## config.mk

```make
export PLATFORM = sky130hd
export DESIGN_NAME = sorting_handler_output_logic
export DESIGN_NICKNAME = d
export VERILOG_FILES = /design/src/verilog/sort_handler_pkg.sv /design/src/verilog/sorting_handler_output_logic.sv
export VERILOG_INCLUDE_DIRS = /design/src /design/src/verilog
export SDC_FILE = /design/constraint.sdc
export NUM_CORES = 1
export LEC_CHECK = 0
export ABC_AREA = 0
export BUFFER_PORTS_ARGS = -buffer_cell sky130_fd_sc_hd__buf_2
export CAP_MARGIN = 30
export CORE_AREA = 2 2 69 71
export CTS_BUF_LIST = sky130_fd_sc_hd__clkbuf_8
export DETAILED_ROUTE_END_ITERATION = 16
export DIE_AREA = 0 0 71 73
export GPL_ROUTABILITY_DRIVEN = 0
export MAX_ROUTING_LAYER = met4
export PLACE_DENSITY = 0.71
export SLEW_MARGIN = 10
export SYNTH_ARGS = -nofsm -noshare
export SYNTH_HDL_FRONTEND = slang
export SYNTH_SLANG_ARGS = --single-unit
```

## constraint.sdc

```tcl
create_clock -name clock -period 2.2 [get_ports clock]
set_input_delay 0.11 -clock clock [delete_from_list [all_inputs] [get_ports clock]]
set_output_delay 0.11 -clock clock [all_outputs]
set_load 0.01 [all_outputs]
```

## src/verilog/sort_handler_params.svh

```systemverilog
// constants for the sorting handler output logic
`ifndef SORT_HANDLER_PARAMS_SVH
`define SORT_HANDLER_PARAMS_SVH
`define SH_NUM_BINS 9
`define SH_NUM_POINTS 10
`define SH_POINT_W 4
`define SH_LINE_IDLE 1'b1
`define SH_LINE_ACTIVE 1'b0
`endif

```

## src/verilog/sort_handler_pkg.sv

```systemverilog
// types for the sorting handler output logic
package sort_handler_pkg;
  typedef enum logic [1:0] {
    MODE_BIN,
    MODE_SWEEP_SEQ,
    MODE_SWEEP_STEP
  } cmp_mode_t;
endpackage

```

## src/verilog/sorting_handler_output_logic.sv

```systemverilog
// handler output logic: sort lines, control strobes and key lock
`include "sort_handler_params.svh"
// Notes on behaviour
// all handler outputs are active low
// primary high/low lines in bin mode
// secondary reject when outside its window
// key lock blocks front panel keys
// alarm on interrupted measurement circuit
// analog done once analog measurement finishes
// handler waits for measure done
// measure done after data and comparison valid
// line meaning follows comparator mode
// sweep: lines per point, aux overall
// bins map points 1-9, out point 10
// sweep lines update only at sweep end
// sequential: analog done after last point
// sequential: measure done after whole sweep
// stepped: analog done every point; the held level shows one falling edge per list
// stepped: measure done every step; the held level shows one falling edge per list
// strobes clear at next start, lines hold
module sorting_handler_output_logic
  import sort_handler_pkg::*;
#(
  parameter int NUM_BINS = `SH_NUM_BINS,
  parameter int NUM_POINTS = `SH_NUM_POINTS
) (
  input wire logic clock, // 200 MHz
  input wire logic resetn, // async reset, low active
  input wire cmp_mode_t mode, // active comparator mode
  input wire logic meas_start, // pulse: measurement begins
  input wire logic analog_done, // pulse: analog part of one point done
  input wire logic result_valid, // pulse: data and comparison of one point valid
  input wire logic [`SH_POINT_W-1:0] point_index, // sweep point 0..9 of this result
  input wire logic last_point, // this point ends the sweep
  input wire logic [NUM_BINS-1:0] bin_hit, // bin mode: one-hot bin of result
  input wire logic bin_out, // bin mode: no bin matched
  input wire logic bin_aux, // bin mode: auxiliary bin
  input wire logic primary_above, // primary result over upper limit
  input wire logic primary_below, // primary result under lower limit
  input wire logic secondary_above, // secondary over its high limit
  input wire logic secondary_below, // secondary under its low limit
  input wire logic point_fail, // sweep point out of limit
  input wire logic circuit_open, // measurement circuit interrupted
  input wire logic key_lock_n, // handler key lock, low active
  input wire logic [7:0] panel_keys, // raw front panel keys
  output logic [NUM_BINS-1:0] sort_line_n, // bin / point lines
  output logic out_line_n, // out / point ten
  output logic aux_line_n, // aux / overall fail
  output logic primary_high_n, // primary over limit
  output logic primary_low_n, // primary under limit
  output logic secondary_reject_n, // secondary out of window
  output logic alarm_n, // circuit interrupted
  output logic analog_done_n, // analog measurement finished
  output logic measure_done_n, // results valid
  output logic [7:0] keys_accepted // keys passed to the front panel logic
);
  // the connector has exactly nine sort lines and ten sweep points
  generate
    if (NUM_BINS != `SH_NUM_BINS || NUM_POINTS != `SH_NUM_POINTS) begin : g_bad_count
      $error("sorting_handler_output_logic: line count is fixed by the connector");
    end
  endgenerate

  logic [NUM_POINTS-1:0] point_fail_ff;
  logic [NUM_POINTS-1:0] nxt_point_fail;
  logic is_sweep;
  logic sweep_end;
  logic bin_update;
  logic sweep_update;

  assign is_sweep = (mode != MODE_BIN);
  assign sweep_end = result_valid && last_point;
  // same pins, two meanings: the mode picks which result reaches them
  assign bin_update = !is_sweep && result_valid;
  // sweep lines move once per list, never point by point
  assign sweep_update = is_sweep && sweep_end;

  // per-point fail flags of the running sweep
  always_comb begin
    nxt_point_fail = point_fail_ff;
    if (meas_start) begin
      nxt_point_fail = '0;
    end
    // an index past the last point is dropped rather than folded onto a real line
    if (result_valid && point_index < `SH_POINT_W'(NUM_POINTS)) begin
      nxt_point_fail[point_index] = point_fail;
    end
  end

  // fail flags gather privately so the lines only move at sweep end
  always_ff @(posedge clock or negedge resetn) begin
    if (!resetn) begin
      point_fail_ff <= '0;
    end else begin
      point_fail_ff <= nxt_point_fail;
    end
  end

  // sort, out and aux lines hold between updates
  always_ff @(posedge clock or negedge resetn) begin
    if (!resetn) begin
      sort_line_n <= {NUM_BINS{`SH_LINE_IDLE}};
      out_line_n <= `SH_LINE_IDLE;
      aux_line_n <= `SH_LINE_IDLE;
    end else if (bin_update) begin
      sort_line_n <= ~bin_hit;
      out_line_n <= ~bin_out;
      aux_line_n <= ~bin_aux;
    end else if (sweep_update) begin
      // the final point is read from nxt_point_fail: its flag is not registered yet
      sort_line_n <= ~nxt_point_fail[NUM_BINS-1:0];
      out_line_n <= ~nxt_point_fail[NUM_POINTS-1];
      aux_line_n <= ~(|nxt_point_fail);
    end
  end

  // limit lines: only meaningful in bin mode
  always_ff @(posedge clock or negedge resetn) begin
    if (!resetn) begin
      primary_high_n <= `SH_LINE_IDLE;
      primary_low_n <= `SH_LINE_IDLE;
      secondary_reject_n <= `SH_LINE_IDLE;
    end else if (bin_update) begin
      primary_high_n <= ~primary_above;
      primary_low_n <= ~primary_below;
      secondary_reject_n <= ~(secondary_above || secondary_below);
    end else if (sweep_update) begin
      // a sweep result has no limit judgment, so a stale bin reject must not linger
      primary_high_n <= `SH_LINE_IDLE;
      primary_low_n <= `SH_LINE_IDLE;
      secondary_reject_n <= `SH_LINE_IDLE;
    end
  end

  // analog done strobe level, cleared at next start
  // start wins over a done in the same cycle: a stale done must not release the next part
  always_ff @(posedge clock or negedge resetn) begin
    if (!resetn) begin
      analog_done_n <= `SH_LINE_IDLE;
    end else if (meas_start) begin
      analog_done_n <= `SH_LINE_IDLE;
    end else if (analog_done) begin
      case (mode)
        MODE_BIN: begin
          analog_done_n <= `SH_LINE_ACTIVE;
        end
        MODE_SWEEP_SEQ: begin
          // the part may only be swapped once the whole list has been measured
          if (last_point) begin
            analog_done_n <= `SH_LINE_ACTIVE;
          end
        end
        MODE_SWEEP_STEP: begin
          analog_done_n <= `SH_LINE_ACTIVE;
        end
        default: begin
          analog_done_n <= analog_done_n;
        end
      endcase
    end
  end

  // measure done comes with the lines in bin and sequential mode; stepped mode asserts it at the first point, before the lines move
  // limitation: the strobe is a held level, so stepped mode shows one falling edge per list
  always_ff @(posedge clock or negedge resetn) begin
    if (!resetn) begin
      measure_done_n <= `SH_LINE_IDLE;
    end else if (meas_start) begin
      measure_done_n <= `SH_LINE_IDLE;
    end else if (result_valid) begin
      case (mode)
        MODE_BIN: begin
          measure_done_n <= `SH_LINE_ACTIVE;
        end
        MODE_SWEEP_SEQ: begin
          // earlier points are valid but the list result is not
          if (last_point) begin
            measure_done_n <= `SH_LINE_ACTIVE;
          end
        end
        MODE_SWEEP_STEP: begin
          measure_done_n <= `SH_LINE_ACTIVE;
        end
        default: begin
          measure_done_n <= measure_done_n;
        end
      endcase
    end
  end

  // alarm follows the open-circuit detector with one cycle of delay
  // registered so the pin never shows a combinational glitch
  always_ff @(posedge clock or negedge resetn) begin
    if (!resetn) begin
      alarm_n <= `SH_LINE_IDLE;
    end else begin
      alarm_n <= ~circuit_open;
    end
  end

  // key lock: a locked panel passes no key at all, not even a held one
  // the lock input is level sensitive, so a key held across unlock shows up on the next clock edge
  always_ff @(posedge clock or negedge resetn) begin
    if (!resetn) begin
      keys_accepted <= '0;
    end else begin
      keys_accepted <= key_lock_n ? panel_keys : 8'h00;
    end
  end
endmodule
```

* Word level (Yosys, flattened, before mapping)
Cells that the tools add are included.
** Storage, ports and cells
- RAM bits :: 0
- Bits in latches :: 0
- Memory bits (read-only) :: 0
- Logic and storage cells :: 66
- Memories :: 0
- Bits in registers :: 35
- Output and inout port bits :: 25
** Cells by class
- $mul :: 0
- Div/mod/pow operators :: 0
- Shift-type cells :: 0
- Equal/unequal tests :: 3
- Bitwise operators :: 10
- Order comparisons :: 3
- Reduce and logical (&&, ||, !) cells :: 17
- $add $sub $neg :: 0
- Multiplexer cells :: 22
** Operators by type and width (number)
- two-way mux 10 bit :: 2
- two-way mux 9 bit :: 2
- NOT 9 bit :: 2
- two-way mux 1 bit :: 14
- bitwise mux 10 bit :: 1
- OR reduction 10 bit :: 1
- two-way mux 8 bit :: 1
- NOT 1 bit :: 8
- nonzero test 2 bit :: 4
- AND reduction 3 bit :: 2
- logical AND 1 bit :: 5
- less-than comparator 4 x 5 -> 1 bit, second input constant :: 1
- demux 1 bit (select 4 bit) :: 1
- greater-or-equal comparator 4 x 1 -> 1 bit, second input constant :: 1
- less-than comparator 4 bit, second input constant :: 1
- inequality test 3 bit, second input constant :: 1
- nonzero test 3 bit :: 1
- == test 2 x 1 -> 1 bit, second input constant :: 1
- == test 2 bit, second input constant :: 1
- logical NOT 2 bit :: 1
- one-hot mux 1 bit (2 select lines) :: 1
- OR reduction 2 bit :: 1
- logical NOT 1 bit :: 1
- logical OR 1 bit :: 1

* Depth between registers and ports, before layout
- Depth in word-level cells :: 10
- Gate-level depth with buffers :: 5

* Worst setup path before layout
Ideal clock, no wire load.
- Path kind :: reg2reg
- Start :: register point_fail_ff[2]
- End :: register aux_line_n
- Arrival :: 1203 ps
- Setup slack :: 900 ps
- Cell stages (with the launch flop) :: 5
- Path buffers :: 0
- Period minus slack after synthesis :: 1300 ps
- Path through :: dfrtp_1 -> mux2_1 -> nor4_1 -> o311ai_1 -> o41ai_2
** On the way
- Word-level cells in the longest chain between the ends :: 7
** Ends and longest elaborated chain
- start, declared :: RTL line sorting_handler_output_logic.sv:64 : logic [NUM_POINTS-1:0] point_fail_ff;
- start signal, assigned :: RTL line sorting_handler_output_logic.sv:95 : point_fail_ff <= nxt_point_fail;
- two-way mux 10 bit * :: RTL line sorting_handler_output_logic.sv:81 : if (meas_start) begin
- bitwise mux 10 bit :: RTL line sorting_handler_output_logic.sv:86 : nxt_point_fail[point_index] = point_fail;
- two-way mux 10 bit * :: RTL line sorting_handler_output_logic.sv:85 : if (result_valid && point_index < `SH_POINT_W'(NUM_POINTS)) begin
- OR reduction 10 bit * :: RTL line sorting_handler_output_logic.sv:113 : aux_line_n <= ~(|nxt_point_fail);
- NOT 1 bit * :: RTL line sorting_handler_output_logic.sv:113
- two-way mux 1 bit * :: RTL line sorting_handler_output_logic.sv:109 : end else if (sweep_update) begin
- two-way mux 1 bit * :: RTL line sorting_handler_output_logic.sv:105 : end else if (bin_update) begin
- end signal, assigned :: RTL line sorting_handler_output_logic.sv:104 : aux_line_n <= `SH_LINE_IDLE;
- end signal, assigned :: RTL line sorting_handler_output_logic.sv:108 : aux_line_n <= ~bin_aux;
- end signal, assigned :: RTL line sorting_handler_output_logic.sv:113
- end, declared :: RTL line sorting_handler_output_logic.sv:48 : output logic aux_line_n,
Mark *: on every way between the ends. The rest lies on a longest branch, timed or not. The select of a mux whose other input is x is not followed.
A chain may end at the register's enable or synchronous reset.

* Worst setup path in the final report
Ends and elaborated chain as after synthesis.

==> metrics.yaml <==
cells_and_area:
  drive_above_1_share: 0.443
  final_cell_mix: "buf_2 (62), nor2_1 (19), dfrtp_1 (18), dfstp_2 (17), a21oi_1 (11)"
  nets: 265
  final_common_cell: "buf_2"
  syn2layout_area_growth_pct: 29.0
  antenna_cells: 0
  stdcell_count: 282
  stdcell_area_um2: 2200
synthesis:
  synth_top_area_share: 0.265
  ys_seq_area_frac: 0.527
  synth.area.top_cells: "dfrtp_1 (26%), dfstp_2 (26%), nor2_1 (4.2%), nor2b_1 (3.7%), o31ai_1 (3.5%)"
  synth-edff-count: 0
  synth.distinct_cells: 42
  postSynth.asyncResetShare: 1.00
  synth_top_area_cell: "dfrtp_1"
  syn-cell-area_um2: 1700
  synth_fp_nets: 196
  synth_warnings: 0
  synthCells: 158
  ys_ff_latch: 35
  syn_area_per_cell_um2: 10.8
  ys.flop_type: "dfrtp_1"
route:
  wire_per_inst_um: 14.5
  route.detailed.drc: 0
  drt_iter0_drc: 144
  vias_per_cell: 5.17
  met3_length_um: 309
  ant_nets: 0
  vias: 1457
  wl_met2_um: 1940
  highest_layer: "met4"
  dr.pass1.iters: 4
  wl_met1_um: 1830
  drt_wl_total_um: 4090
critical_path:
  worstSetupPathType: "register to register"
  cp-end-kind: "register"
  arrival_ns: 1.67
  cp_data_required_time_ns: 2.39
  start_kind: "register"
  crit_fanout: 3
  reg2reg_depth: 4
  crit_start: "point_fail_ff[2]$_DFF_PN0_"
  r2r_start: "point_fail_ff[2]$_DFF_PN0_"
sta:
  fin_crit_ns: 1.48
  drv_slew: 0
  whs_ns: 0.0303
  setup_tns_ns: 0
  hold_viol_final: 0
  timing.fmax_ghz: 0.674
  maxSlewHeadroom: 0.494
  worstMarginPinSlew_ns: 0.758
  post-route-period-util: 0.675
  setup_viol: 0
  rsz0062_at_grt: "false"
  fin_skew_ns: 0.00596
global_routing:
  gr-total-overflow: 0
  grt_max_degree: 36
  grt_pass1_wl_um: 6800
  track_usage: 0.175
  antenna_found_initial: 0
  grt_pass1_vias: 1479
placement:
  dp.cells: 270
  dpl.hpwl_um: 2940
  placed_cell_area_um2: 2070
  portBuffers: 62
clock_tree:
  cts_resized: 0
  cts.clk_slew.worst_paths_ns: 0.07
  cts_tree: "built"
  cts_hold_buffers: 4
  cts_max_path_buffers: 2
  clock_sinks: 35
  post_cts_buffers: 0
  clk_latency_ns: 0.28
  numCtsBuffers: 5
  htreeDepth: 2
  cts_root_buf: "clkbuf_8"
worst_hold_path:
  hp-class: "input pin to register"
  min_path_cells: 2
  hold_start: "panel_keys[2]"
power:
  powerDensity_nw_per_um2: 661
  power.leakage_nw: 1.06
  peakVddDrop_mv: 0.440
floorplanning:
  initial_core_util: 0.375
  die_y_um: 73
  rows: 25
  io-pin-count: 63
  die-area_um2: 5180
  core_area_um2: 4540
  die_w_um: 71
outcome:
  status: "finished clean"
run:
  maxCapViolCount: 0
## logic make-up after synthesis
logic type	Yosys count	share of synthesized area
flops	35	0.527
compound gates	42	0.175
mux	11	0.0779
simple gates	59	0.193
buf+inv	11	0.0272
## power by group
part           total [mW]  internal, mW  switching (mW)
clock network       0.442         0.216           0.226
registers           0.747         0.724          0.0235
logic               0.262         0.117           0.145
## flip-flops by register name, indices dropped and copies added (netlist names)
name	flops
point_fail_ff	10
primary_high_n	1
sort_line_n	9
alarm_n	1
primary_low_n	1
analog_done_n	1
secondary_reject_n	1
out_line_n	1
keys_accepted	8
aux_line_n	1
measure_done_n	1
## cells in the mapped netlist, types with 2 or more instances
| library cell | instances |
|---|---|
| nor2_1 | 19 |
| dfrtp_1 | 18 |
| dfstp_2 | 17 |
| a21oi_1 | 11 |
| nor2b_1 | 10 |
| and2_1 | 8 |
| o31ai_1 | 8 |
| nand2_1 | 7 |
| clkbuf_1 | 5 |
| a31oi_1 | 4 |
| inv_1 | 4 |
| mux2_2 | 4 |
| mux2_4 | 3 |
| nand3_1 | 3 |
| o21ai_0 | 3 |
| a211o_1 | 2 |
| a21o_1 | 2 |
| mux2_1 | 2 |
| mux2i_1 | 2 |
| nand2b_1 | 2 |
| nand4_1 | 2 |
| nor4_1 | 2 |
## per-stage QoR
stage | total power [mW] | utilization | setup slack [ns]
final | 1.45 | 0.484 | 0.715
after global routing | 1.53 | 0.484 | 0.667
after CTS | 1.48 | 0.484 | 0.740
after detailed placement | 1.02 | 0.457 | 0.691
after global placement | 1.01 | 0.457 | 0.729
after floorplan | 0.888 | - | 0.900
## path summary, 6_finish.rpt
| check | endpoint | slack, ns |
|---|---|---|
| max in group asynchronous | point_fail_ff[8]$_DFF_PN0_ | 1.28 |
| hold / removal | keys_accepted[2]$_DFF_PN0_ | 0.03 |
| min in group asynchronous | keys_accepted[3]$_DFF_PN0_ | 0.43 |
| setup reg to reg | aux_line_n$_DFFE_PN1P_ | 0.72 |
| setup / recovery | aux_line_n$_DFFE_PN1P_ | 0.72 |
| hold reg to reg | sort_line_n[8]$_DFFE_PN1P_ | 0.47 |
## final cells by class
type | count | area, um2
Fill cell | 440 | 2340
Sequential cell | 35 | 897
Multi-Input combinational cell | 112 | 758
Timing Repair Buffer | 69 | 373
Clock buffer | 5 | 68.8
Tap cell | 54 | 67.6
Clock inverter | 3 | 16.3
Inverter | 4 | 15.0
## worst max-delay path, stage by stage (launching register included)
cell	delay, ns
dfrtp_1	0.41
mux2_1	0.31
nor4_1	0.22
o311ai_1	0.15
o41ai_2	0.29
## routing by layer
layer	vias to the layer above	track usage
met5	-	-
met4	0	0.0440
met3	2	0.0580
met2	74	0.273
met1	679	0.221
li1	702	-
Note: power is estimated with default switching activity, not from simulation.
